`src/drive_ctl_pkg.sv`:
```
// Purpose: shared constants for the drive-side control cable logic
// Assumes: 100 MHz core clock, cable lines true when low
// Notes:   input vector layout matches the synchroniser bank in the top
package drive_ctl_pkg;

	// Clock and timing
	localparam int CLK_MHZ  = 100;
	localparam int QUIET_US = 50;  // Step train counted as ended after this
	localparam int QUIET_CYC = QUIET_US * CLK_MHZ;

	// Travel limits
	localparam int TRK_W  = 11;
	localparam int PEND_W = 13;
	localparam logic [TRK_W-1:0] INNER_SMALL = 11'd1003;
	localparam logic [TRK_W-1:0] INNER_LARGE = 11'd1167;
	localparam logic [TRK_W-1:0] TRK_RST     = 11'h000;

	// Positions in the synchronised input vector
	localparam int IN_SEL_N  = 0;   // Four unit select lines
	localparam int IN_HEAD_N = 4;   // Three head select lines
	localparam int IN_WE_N   = 7;
	localparam int IN_STEP_N = 8;
	localparam int IN_DIR    = 9;   // High means outward
	localparam int IN_TRK0   = 10;
	localparam int IN_OFFTRK = 11;
	localparam int IN_HOPEN  = 12;
	localparam int IN_HSHORT = 13;
	localparam int IN_WCUR   = 14;
	localparam int IN_SUPPLY = 15;
	localparam int IN_SPEED  = 16;
	localparam int IN_INDEX_N = 17;
	localparam int IN_ACTDONE = 18;
	localparam int IN_CFG    = 19;  // Two bits
	localparam int IN_LARGE  = 21;
	localparam int IN_W      = 22;
	localparam logic [IN_W-1:0] SYNC_INIT = 22'h0203FF;

	// Positions of the open-collector status lines
	localparam int ST_SETTLED = 0;
	localparam int ST_OUTER   = 1;
	localparam int ST_UNSAFE  = 2;
	localparam int ST_INDEX   = 3;
	localparam int ST_READY   = 4;
	localparam int ST_W       = 5;
	localparam logic [ST_W-1:0] ST_OE_RST = 5'h1F;

	// Positioner states
	typedef enum logic [4:0] {
		S_RECAL  = 5'b00001,
		S_IDLE   = 5'b00010,
		S_GATHER = 5'b00100,
		S_MOVE   = 5'b01000,
		S_ARRIVE = 5'b10000
	} pos_state_e;

endpackage

```
`src/sync_two.sv`:
```
// Purpose: two-flop synchroniser bank for cable and sensor inputs
// Assumes: inputs are levels from outside the clock domain
// Notes:   reset value per bit given by INIT
`timescale 1ns/1ns
`default_nettype none
module sync_two #(
	parameter int              W    = 1,
	parameter logic [W-1:0]    INIT = '0
) (
	// Clock and reset
	input  wire logic          clk,
	input  wire logic          rstn,
	// Data
	input  wire logic [W-1:0]  d,
	output logic      [W-1:0]  q
);

	logic [W-1:0] meta_q;

	// Two stages; only the second stage is seen outside
	always_ff @(posedge clk or negedge rstn) begin
		if (!rstn) begin
			meta_q <= INIT;
			q      <= INIT;
		end else begin
			meta_q <= d;
			q      <= meta_q;
		end
	end

endmodule
`default_nettype wire

```
`src/drive_ctl.sv`:
```
// Purpose: drive-side control cable logic: select, heads, seek, status
// Assumes: all cable and sensor inputs asynchronous; servo answers
//          each actuator step request with a done level
// Notes:   status lines are open collector, driven low when enabled
`timescale 1ns/1ns
`default_nettype none
module drive_ctl
	import drive_ctl_pkg::*;
#(
	parameter int QUIET_CYCLES = QUIET_CYC
) (
	// Clock and reset
	input  wire logic              CLK,
	input  wire logic              RSTN,
	// Host control cable, all true when low
	input  wire logic [3:0]        UNIT_SEL_N,
	input  wire logic [2:0]        HEAD_SEL_N,
	input  wire logic              WRITE_ENABLE_IN_N,
	input  wire logic              STEP_N,
	input  wire logic              HEAD_MOVE_INWARD_N,
	// Configuration straps
	input  wire logic [1:0]        SELECT_CFG,
	input  wire logic              MODEL_LARGE,
	// Drive sensors
	input  wire logic              TRACK0_SENSE,
	input  wire logic              OFF_TRACK,
	input  wire logic              HEAD_OPEN,
	input  wire logic              HEAD_SHORT,
	input  wire logic              WRITE_CURRENT_OK,
	input  wire logic              SUPPLY_OK,
	input  wire logic              SPEED_OK,
	input  wire logic              INDEX_SENSE_N,
	// Actuator handshake
	input  wire logic              ACT_DONE,
	output logic                   ACT_STEP,
	output logic                   ACT_DIR_IN,
	// Read/write channel control
	output logic [2:0]             HEAD_NUM,
	output logic                   WRITE_MODE,
	output logic                   WRITE_DRIVE,
	// Status lines: settled, outer, unsafe, index, ready
	output logic [ST_W-1:0]        STAT_OUT,
	output logic [ST_W-1:0]        STAT_OE_N
);

	logic [IN_W-1:0]   raw;
	logic [IN_W-1:0]   s;
	pos_state_e        state_q;
	logic [TRK_W-1:0]  track_q;
	logic [TRK_W-1:0]  target_q;
	logic [PEND_W-1:0] pend_q;
	logic [15:0]       quiet_q;
	logic              step_prev_q;
	logic              done_prev_q;
	logic              busy_q;
	logic              fault_q;
	logic              settled_q;
	logic              ready_q;
	logic              selected;
	logic              accept;
	logic              we_host;
	logic              we_cmd;
	logic              step_ev;
	logic              done_ev;
	logic              quiet_done;
	logic              power_ok;
	logic              bad_write;
	logic [TRK_W-1:0]  limit;
	logic [ST_W-1:0]   flags;

	// Clamp current track plus pending steps into the travel range
	function automatic logic [TRK_W-1:0] clamp_trk(
		input logic [TRK_W-1:0]  trk,
		input logic [PEND_W-1:0] pend,
		input logic [TRK_W-1:0]  lim
	);
		logic signed [PEND_W:0] sum;
		sum = $signed({2'b00, trk}) + $signed({pend[PEND_W-1], pend});
		if (sum < 0)
			clamp_trk = '0;
		else if (sum > $signed({3'b000, lim}))
			clamp_trk = lim;
		else
			clamp_trk = sum[TRK_W-1:0];
	endfunction

	// Saturating add of one signed step to the pending count
	function automatic logic [PEND_W-1:0] pend_add(
		input logic [PEND_W-1:0] pend,
		input logic              outward
	);
		logic signed [PEND_W-1:0] p;
		p = $signed(pend);
		if (outward)
			pend_add = (p == -(2 ** (PEND_W - 1))) ? pend : pend - 1'b1;
		else
			pend_add = (p == (2 ** (PEND_W - 1)) - 1) ? pend : pend + 1'b1;
	endfunction

	// Gather every asynchronous input into one synchroniser bank
	assign raw = {MODEL_LARGE, SELECT_CFG, ACT_DONE, INDEX_SENSE_N,
		SPEED_OK, SUPPLY_OK, WRITE_CURRENT_OK, HEAD_SHORT, HEAD_OPEN,
		OFF_TRACK, TRACK0_SENSE, HEAD_MOVE_INWARD_N, STEP_N,
		WRITE_ENABLE_IN_N, HEAD_SEL_N, UNIT_SEL_N};

	sync_two #(
		.W    (IN_W),
		.INIT (SYNC_INIT)
	) u_sync (
		.clk  (CLK),
		.rstn (RSTN),
		.d    (raw),
		.q    (s)
	);

	// Selection and command gating
	assign selected = !s[IN_SEL_N + s[IN_CFG +: 2]];
	assign accept   = selected && !fault_q;
	assign we_host  = selected && !s[IN_WE_N];
	assign we_cmd   = accept && !s[IN_WE_N];
	assign step_ev  = accept && step_prev_q && !s[IN_STEP_N];
	assign done_ev  = s[IN_ACTDONE] && !done_prev_q;
	assign power_ok = s[IN_SUPPLY] && s[IN_SPEED];
	assign limit    = s[IN_LARGE] ? INNER_LARGE : INNER_SMALL;
	assign quiet_done = (quiet_q >= 16'(QUIET_CYCLES));

	// Conditions that make writing unsafe
	assign bad_write = s[IN_HOPEN] || s[IN_HSHORT] || !s[IN_WCUR]
		|| s[IN_OFFTRK] || !settled_q || !ready_q;

	// Edge detectors on second-stage synchroniser outputs
	always_ff @(posedge CLK or negedge RSTN) begin
		if (!RSTN) begin
			step_prev_q <= 1'b1;
			done_prev_q <= 1'b0;
		end else begin
			step_prev_q <= s[IN_STEP_N];
			done_prev_q <= s[IN_ACTDONE];
		end
	end

	// Time since the last accepted step pulse
	always_ff @(posedge CLK or negedge RSTN) begin
		if (!RSTN) begin
			quiet_q <= 16'h0000;
		end else if (step_ev) begin
			quiet_q <= 16'h0000;
		end else if (!quiet_done) begin
			quiet_q <= quiet_q + 16'h0001;
		end
	end

	// Pending step count; direction sampled with each step
	always_ff @(posedge CLK or negedge RSTN) begin
		if (!RSTN) begin
			pend_q <= '0;
		end else if (state_q == S_RECAL) begin
			pend_q <= '0;
		end else if (state_q == S_GATHER && quiet_done) begin
			pend_q <= step_ev ? pend_add('0, s[IN_DIR]) : '0;
		end else if (step_ev) begin
			pend_q <= pend_add(pend_q, s[IN_DIR]);
		end
	end

	// Positioner state machine
	always_ff @(posedge CLK or negedge RSTN) begin
		if (!RSTN) begin
			state_q  <= S_RECAL;
			target_q <= TRK_RST;
		end else if (!power_ok) begin
			state_q  <= S_RECAL;
		end else begin
			case (state_q)
				S_RECAL: begin
					if (s[IN_TRK0] && !busy_q) begin
						state_q  <= S_IDLE;
						target_q <= TRK_RST;
					end
				end
				S_IDLE: begin
					if (pend_q != '0)
						state_q <= S_GATHER;
				end
				S_GATHER: begin
					if (quiet_done) begin
						target_q <= clamp_trk(track_q, pend_q,
							limit);
						state_q  <= S_MOVE;
					end
				end
				S_MOVE: begin
					if (track_q == target_q && !busy_q)
						state_q <= S_ARRIVE;
				end
				S_ARRIVE: begin
					if (target_q == TRK_RST && !s[IN_TRK0])
						state_q <= S_RECAL;
					else if (pend_q != '0)
						state_q <= S_GATHER;
					else
						state_q <= S_IDLE;
				end
				default: begin
					state_q <= S_RECAL;
				end
			endcase
		end
	end

	// Actuator requests, one track each, waiting for the servo
	always_ff @(posedge CLK or negedge RSTN) begin
		if (!RSTN) begin
			busy_q     <= 1'b0;
			ACT_STEP   <= 1'b0;
			ACT_DIR_IN <= 1'b0;
		end else begin
			ACT_STEP <= 1'b0;
			if (busy_q) begin
				if (done_ev)
					busy_q <= 1'b0;
			end else if (state_q == S_RECAL && !s[IN_TRK0]
				&& power_ok) begin
				ACT_STEP   <= 1'b1;
				ACT_DIR_IN <= 1'b0;
				busy_q     <= 1'b1;
			end else if (state_q == S_MOVE && track_q != target_q) begin
				ACT_STEP   <= 1'b1;
				ACT_DIR_IN <= (target_q > track_q);
				busy_q     <= 1'b1;
			end
		end
	end

	// Track position follows completed actuator steps
	always_ff @(posedge CLK or negedge RSTN) begin
		if (!RSTN) begin
			track_q <= TRK_RST;
		end else if (state_q == S_RECAL && s[IN_TRK0]) begin
			track_q <= TRK_RST;
		end else if (busy_q && done_ev && state_q == S_MOVE) begin
			if (ACT_DIR_IN)
				track_q <= track_q + 11'h001;
			else if (track_q != TRK_RST)
				track_q <= track_q - 11'h001;
		end
	end

	// Heads settled: idle, nothing pending, no step, no disturbance
	always_ff @(posedge CLK or negedge RSTN) begin
		if (!RSTN) begin
			settled_q <= 1'b0;
		end else begin
			settled_q <= (state_q == S_IDLE) && (pend_q == '0)
				&& !step_ev
				&& power_ok
				&& !(s[IN_OFFTRK] && selected);
		end
	end

	// Ready after recalibration with supply and speed good
	always_ff @(posedge CLK or negedge RSTN) begin
		if (!RSTN) begin
			ready_q <= 1'b0;
		end else if (!power_ok || state_q == S_RECAL) begin
			ready_q <= 1'b0;
		end else begin
			ready_q <= 1'b1;
		end
	end

	// Write fault latches until reset and locks out commands
	always_ff @(posedge CLK or negedge RSTN) begin
		if (!RSTN) begin
			fault_q <= 1'b0;
		end else if (we_cmd && (bad_write || s[IN_HEAD_N +: 3] == 3'h0)) begin
			fault_q <= 1'b1;
		end
	end

	// Read/write channel: head number and internal write enable
	always_ff @(posedge CLK or negedge RSTN) begin
		if (!RSTN) begin
			HEAD_NUM    <= 3'h0;
			WRITE_MODE  <= 1'b0;
			WRITE_DRIVE <= 1'b0;
		end else begin
			if (accept)
				HEAD_NUM <= ~s[IN_HEAD_N +: 3];
			WRITE_MODE  <= we_cmd;
			WRITE_DRIVE <= we_cmd && !bad_write
				&& s[IN_HEAD_N +: 3] != 3'h0;
		end
	end

	// Status line levels before select gating
	always_comb begin
		flags             = '0;
		flags[ST_SETTLED] = settled_q;
		flags[ST_OUTER]   = (track_q == TRK_RST)
			&& state_q != S_RECAL;
		flags[ST_UNSAFE]  = fault_q && we_host;
		flags[ST_INDEX]   = !s[IN_INDEX_N];
		flags[ST_READY]   = ready_q;
	end

	// Open-collector drivers enabled only for the selected unit
	always_ff @(posedge CLK or negedge RSTN) begin
		if (!RSTN) begin
			STAT_OUT  <= '0;
			STAT_OE_N <= ST_OE_RST;
		end else begin
			STAT_OUT  <= '0;
			STAT_OE_N <= ~(flags & {ST_W{selected}});
		end
	end

endmodule
`default_nettype wire

```
`config.mk`:
```
export PLATFORM = sky130hd
export DESIGN_NAME = drive_ctl
export DESIGN_NICKNAME = d
export VERILOG_FILES = /design/src/drive_ctl_pkg.sv /design/src/sync_two.sv /design/src/drive_ctl.sv
export SDC_FILE = /design/constraint.sdc
export NUM_CORES = 1
export LEC_CHECK = 0
export BUFFER_PORTS_ARGS = -buffer_cell sky130_fd_sc_hd__buf_2
export CORE_UTILIZATION = 60
export DETAILED_ROUTE_END_ITERATION = 6
export GPL_ROUTABILITY_DRIVEN = 1
export PLACE_DENSITY = 0.81
export SLEW_MARGIN = 40
export SYNTH_ARGS = -nofsm -noshare
export SYNTH_HDL_FRONTEND = slang
export SYNTH_SLANG_ARGS = --single-unit
```
`constraint.sdc`:
```
create_clock -name CLK -period 5.3 [get_ports CLK]
set_input_delay 0.53 -clock CLK [delete_from_list [all_inputs] [get_ports CLK]]
set_output_delay 0.53 -clock CLK [all_outputs]
set_load 0.03 [all_outputs]
```
# Yosys cells after proc, flatten, opt, wreduce, memory -nomap -nowiden
# Cells that the tools add are included.
# word_totals
ff_bits,118
output_inout_bits,17
# op_classes
n_addsub,6
order_cmp,5
n_eq_ne,19
n_mux,38
bitwise_logic,4
reduce_logical,66
# ops
cell,n
13-bit two-way mux,8
11-bit two-way mux,9
16-bit two-way mux,2
1-bit logical AND,27
13-bit == test (second input constant),2
5-bit two-way mux,5
5-bit one-hot mux with 5 select lines,1
11-bit logical NOT,2
11-bit one-hot mux with 2 select lines,1
16-bit by 1-bit adder with 16-bit output (second input constant),1
16-bit by 13-bit >= comparator with 1-bit output (second input constant),1
1-bit logical NOT,15
12-bit by 13-bit adder with 14-bit output,1
14-bit by 12-bit greater-than comparator with 1-bit output,1
14-bit by 1-bit less-than comparator with 1-bit output (second input constant),1
13-bit by 1-bit adder with 13-bit output (second input constant),1
13-bit logical NOT,1
13-bit nonzero test,1
13-bit by 1-bit subtractor with 13-bit output (second input constant),1
3-bit != test (second input constant),4
11-bit by 1-bit adder with 11-bit output (second input constant),1
11-bit == test,1
11-bit greater-than comparator,1
11-bit != test,1
other kinds (26),49

# Longest topological paths before layout
# depth
depth_word,10
depth_mapped,16

# By module
# A second synthesis with hierarchy kept.
# unflattened
hier_cells,614
area_unflattened_um2,6490.0
# by_module_without_submodules
mod,instances,cells_each,area_each_um2
drive_ctl,1,570,5361.4
sync_two,1,44,1128.6

# Worst setup path before layout
# OpenSTA, ideal clock, no wires.
# synth_timing
path_type,flip-flop to flip-flop
start,register track_q[0]
end,register target_q[10]
t_arrival_ns,3.744
required_ns,5.209
path_slack_ns,1.465
stages_incl_launch_ff,16
path_cell_list,dfrtp_1 -> ha_1 -> fa_1 -> a211oi_1 -> o21ai_0 -> a31oi_1 -> o21bai_1 -> a21oi_1 -> xor2_1 -> inv_1 -> ha_1 -> nand3_1 -> or3_1 -> a221oi_1 -> o21ai_2 -> o221ai_1
# synth_via
elab_chain_cells,6
elab_cells_between_ends,7
# synth_rtl
item,line,rtl
from (decl),drive_ctl.sv:49,logic [TRK_W-1:0] track_q;
from (signal assigned),drive_ctl.sv:243,track_q <= track_q + 11'h001;
from (signal assigned),drive_ctl.sv:245,track_q <= track_q - 11'h001;
12-bit by 13-bit adder with 14-bit output *,drive_ctl.sv:78,"sum = $signed({2'b00, trk}) + $signed({pend[PEND_W-1], pend});"
14-bit by 12-bit greater-than comparator with 1-bit output,drive_ctl.sv:81,"else if (sum > $signed({3'b000, lim}))"
11-bit two-way mux,drive_ctl.sv:81,
11-bit two-way mux *,drive_ctl.sv:79,if (sum < 0)
11-bit two-way mux *,drive_ctl.sv:186,if (quiet_done) begin
11-bit one-hot mux with 2 select lines *,drive_ctl.sv:174,case (state_q)
to (signal assigned),drive_ctl.sv:187,"target_q <= clamp_trk(track_q, pend_q,"
to (decl),drive_ctl.sv:50,logic [TRK_W-1:0] target_q;
# Mark *: on every way between the ends. The rest lies on a longest branch, timed or not. The select of a mux whose other input is x is not followed.
# A chain may end at the register's enable or synchronous reset.

# Worst setup path in the final report
# layout_timing
start,register pend_q[0]
end,register target_q[8]
# layout_via
elab_chain_cells,6
elab_cells_between_ends,7
# layout_rtl
item,line,rtl
from (decl),drive_ctl.sv:51,logic [PEND_W-1:0] pend_q;
from (signal assigned),drive_ctl.sv:160,"pend_q <= step_ev ? pend_add('0, s[IN_DIR]) : '0;"
from (signal assigned),drive_ctl.sv:162,"pend_q <= pend_add(pend_q, s[IN_DIR]);"
12-bit by 13-bit adder with 14-bit output *,drive_ctl.sv:78,
14-bit by 12-bit greater-than comparator with 1-bit output,drive_ctl.sv:81,
11-bit two-way mux,drive_ctl.sv:81,
11-bit two-way mux *,drive_ctl.sv:79,
11-bit two-way mux *,drive_ctl.sv:186,
11-bit one-hot mux with 2 select lines *,drive_ctl.sv:174,
# Marks and branches as above.

==> results.py <==
metrics = {
    "sta": {
        "setup_viol": 0,
        "hold_viol_final": 0,
        "fin_crit_sh_pct": 84.5,
        "rsz0062_at_grt": "false",
        "clock_skew_ns": 0.0103,
        "finalMaxSlewViolations": 0,
        "setup_tns_ns": 0,
        "tightest_slew_ns": 0.898,
        "period_needed_ns": 4.48,
        "fmax_mhz": 223,
        "max_slew_margin_pct": 40.1,
    },
    "setup_path": {
        "crit_chain": "ha_1, fa_1, a211oi_1, o21ai_0, a31oi_1, o21bai_1, a21oi_1, xor2_1, inv_1, ha_1, nand3_1, or3_1, a221oi_1, o21ai_2, o221ai_1",
        "cp_num_buf_inv": 1,
        "critPathRequiredTime_ns": 5.73,
        "worstRegToRegCells": 15,
        "timing.setup.critical_path_class": "reg2reg",
        "cp_slowest_stage_delay_ns": 0.47,
        "start_kind": "flop",
        "endpoint_kind": "flop",
        "arrival_ns": 4.91,
        "path_delay_family": "compound AO/OA/AOI/OAI gates",
        "r2r_end": "target_q[8]",
        "cpMaxStageDelayCell": "dfrtp_1",
        "r2r-start": "pend_q[0]",
        "timing.critical_path.mode_cell": "ha_1",
        "ff2ff_setup_slack_ns": 0.82,
        "worst-path-stages": 15,
        "crit_start": "pend_q[0]",
        "crit_path_max_fanout": 10,
    },
    "cts": {
        "numCtsBuffers": 17,
        "insertion_delay_ns": 0.53,
        "cts-root-buf": "clkbuf_8",
        "cts_buffer_depth": 2,
        "cts_tree": "done",
        "clock-sinks": 118,
        "cts.reportedPaths.clkPinSlew_ns": 0.06,
        "post-cts-setup-buffers": 0,
        "htree_levels": 4,
        "cts_resized": 0,
        "postCtsHoldBufs": 0,
    },
    "power_and_ir_drop": {
        "peakVddDrop_mv": 0.250,
        "p_sw_w": 0.000562,
        "pwr-share-clk_pct": 51.1,
        "power_frac_comb_pct": 6.6,
        "p_seq_share_pct": 42.3,
        "powerDensity_mw_per_mm2": 312,
        "total_leakage_power_nw": 3.44,
        "internal-power_w": 0.00172,
        "swShare_pct": 24.6,
    },
    "cells_and_area": {
        "drive_above_1_share_pct": 17.2,
        "regArea_sq_mm": 0.00299,
        "postLayoutCoreUtil_pct": 70.9,
        "nets": 752,
        "diodes": 0,
        "stdcell_area_sq_mm": 0.00731,
        "multiInputGateArea_sq_mm": 0.00322,
        "nFillCells": 723,
        "syn_to_final_growth_pct": 14.1,
    },
    "global_routing": {
        "grt_use_met3_pct": 7.42,
        "overflow": 0,
        "grt_max_degree": 66,
        "track_usage_pct": 29.3,
        "antenna_found_initial": 0,
        "busiest_layer": "met2",
        "use_met1_pct": 36.4,
        "grt_pass1_vias": 5162,
        "grt_pass1_wl_mm": 25.1,
        "met2_usage_pct": 48.6,
    },
    "drt": {
        "antenna_left": 0,
        "vias_per_cell": 6.15,
        "dr.pass1.iters": 5,
        "drt_wl_total_mm": 14.6,
        "drc": 0,
        "wl_per_cell_um": 17.8,
        "drt_iter0_markers": 256,
        "dr_total_vias": 5064,
    },
    "job": {
        "cap_violations": 0,
    },
    "die": {
        "die_area_sq_mm": 0.0111,
        "initial_utilization_pct": 62.1,
        "ios": 41,
        "fp.dieW_um": 105,
        "coreArea_sq_mm": 0.0103,
        "fp-row-count": 37,
        "die_y_um": 105,
    },
    "yosys": {
        "syn_area_sq_mm": 0.00641,
        "async_flop_share_pct": 100,
        "synth_edf_count": 0,
        "ys_seq_elements": 118,
        "yosysSeqAreaShare_pct": 46.6,
        "ys.flop_type": "dfrtp_1",
        "synth.avg_cell_area_sq_um": 10.2,
        "yosys_warnings": 0,
        "syn_inst": 631,
        "ys_types": 69,
    },
    "placed_design": {
        "place_area_sq_mm": 0.00671,
        "place.gp.congestion": 0.856,
        "dp_hpwl_mm": 10.0,
        "portBuffers": 35,
    },
    "hold_path": {
        "hold_path_class": "in2async",
    },
    "status": {
        "status": "completed",
    },
}
worst register-to-register path, stage by stage (launching register included):
cell	delay, ns
dfrtp_1	0.47
ha_1	0.26
fa_1	0.42
a211oi_1	0.44
o21ai_0	0.22
a31oi_1	0.30
o21bai_1	0.10
a21oi_1	0.18
xor2_1	0.25
inv_1	0.08
ha_1	0.29
nand3_1	0.09
or3_1	0.40
a221oi_1	0.42
o21ai_2	0.21
o221ai_1	0.26
through the flow:
step	std cells	setup WS (ns)	total power, W	hold WS, ns
finish	824	0.823	0.00228	0.0488
global route	824	0.482	0.00236	0.0654
CTS	824	0.916	0.00229	0.0450
detailed placement	792	0.978	0.00112	0.335
global placement	792	1.13	0.00112	0.334
floorplan	635	1.47	0.00107	0.234
cells in the final DEF (no fill, tap or decap), types with 6 or more instances in the layout:
cell	instances
nor3_1	15
xor2_1	13
inv_1	36
clkbuf_16	16
and2_1	8
a21oi_1	35
o21a_1	7
nor2_1	53
a22o_1	8
nor4_1	9
nand4_1	8
or3_1	9
ha_1	50
buf_2	34
or4_1	6
dfstp_2	29
o221ai_1	6
o21ai_0	34
a21o_1	10
nand3_1	17
nand2b_1	6
dfrtp_1	89
xnor2_1	19
or2_2	7
nand2_1	48
o21bai_1	6
nor2b_1	8
synth_stat cells (all sizes together) (7+ instances only):
master | n | area [sq um]
xor2 | 13 | 114
a21o | 10 | 75.1
or3 | 9 | 56.3
inv | 36 | 135
nor3 | 15 | 75.1
nand3 | 17 | 85.1
nor2b | 8 | 50.1
ha | 50 | 626
nor2 | 53 | 199
nor4 | 10 | 68.8
o21a | 7 | 52.6
nand4 | 8 | 50.1
dfstp | 29 | 762
a21oi | 35 | 175
nand2 | 48 | 180
clkbuf | 8 | 31.3
xnor2 | 19 | 166
or2 | 8 | 50.1
a22o | 8 | 70.1
o21ai | 36 | 184
and2 | 8 | 50.1
buf | 8 | 51.3
and3 | 7 | 46.3
dfrtp | 89 | 2230
layer usage:
metal	wire length, um	vias up
li1	-	2358
met1	6300	2517
met4	368	0
met3	686	37
met2	7280	152
met5	0	-
layout make-up:
type	instances	area share (%)
sequential	118	40.9
inverter	36	1.85
tap	136	2.33
multi-input combinational	465	44.0
clock buffer	18	5.85
clock inverter	14	2.38
timing repair buffer	37	2.69
power groups by stage:
stage | sequential [W] | combinational, W | clock (W)
after global placement | 0.000976 | 0.000140 | 0
after detailed placement | 0.000978 | 0.000146 | 0
final | 0.000965 | 0.000150 | 0.00117
after global routing | 0.000970 | 0.000166 | 0.00122
after floorplan | 0.000980 | 0.0000894 | 0
after CTS | 0.000965 | 0.000150 | 0.00117
worst max-delay path by stage:
stage	endpoint	slack, ns
after detailed placement	target_q[8]	0.98
after CTS	target_q[8]	0.92
after global placement	target_q[10]	1.13
final	target_q[8]	0.82
after floorplan	target_q[10]	1.47
after global routing	target_q[2]	0.48
registers in the layout, indices dropped and copies added, names as in the netlist:
signal         cells
u_sync.meta_q     22
pend_q            13
STAT_OE_N          5
done_prev_q        1
ACT_DIR_IN         1
quiet_q           16
busy_q             1
settled_q          1
step_prev_q        1
ready_q            1
WRITE_MODE         1
HEAD_NUM           3
ACT_STEP           1
WRITE_DRIVE        1
fault_q            1
u_sync.q          22
state_q            5
track_q           11
target_q          11
kinds of logic (layout without fill, tap and decap cells):
group                      Yosys count  in the layout  share of synthesized area, %
other                                1              5                        0.0585
AOI/OAI and AO/OA                  155            155                          16.6
and+or+nand+nor                    216            216                          17.4
buffers and inverters               52            105                          3.40
muxes                                4              4                         0.839
xor gates and xnor gates            32             32                          4.37
adders and majority gates           53             53                          10.7
DFF                                118            118                          46.6
No activity file was read; power rests on OpenSTA's default activity.
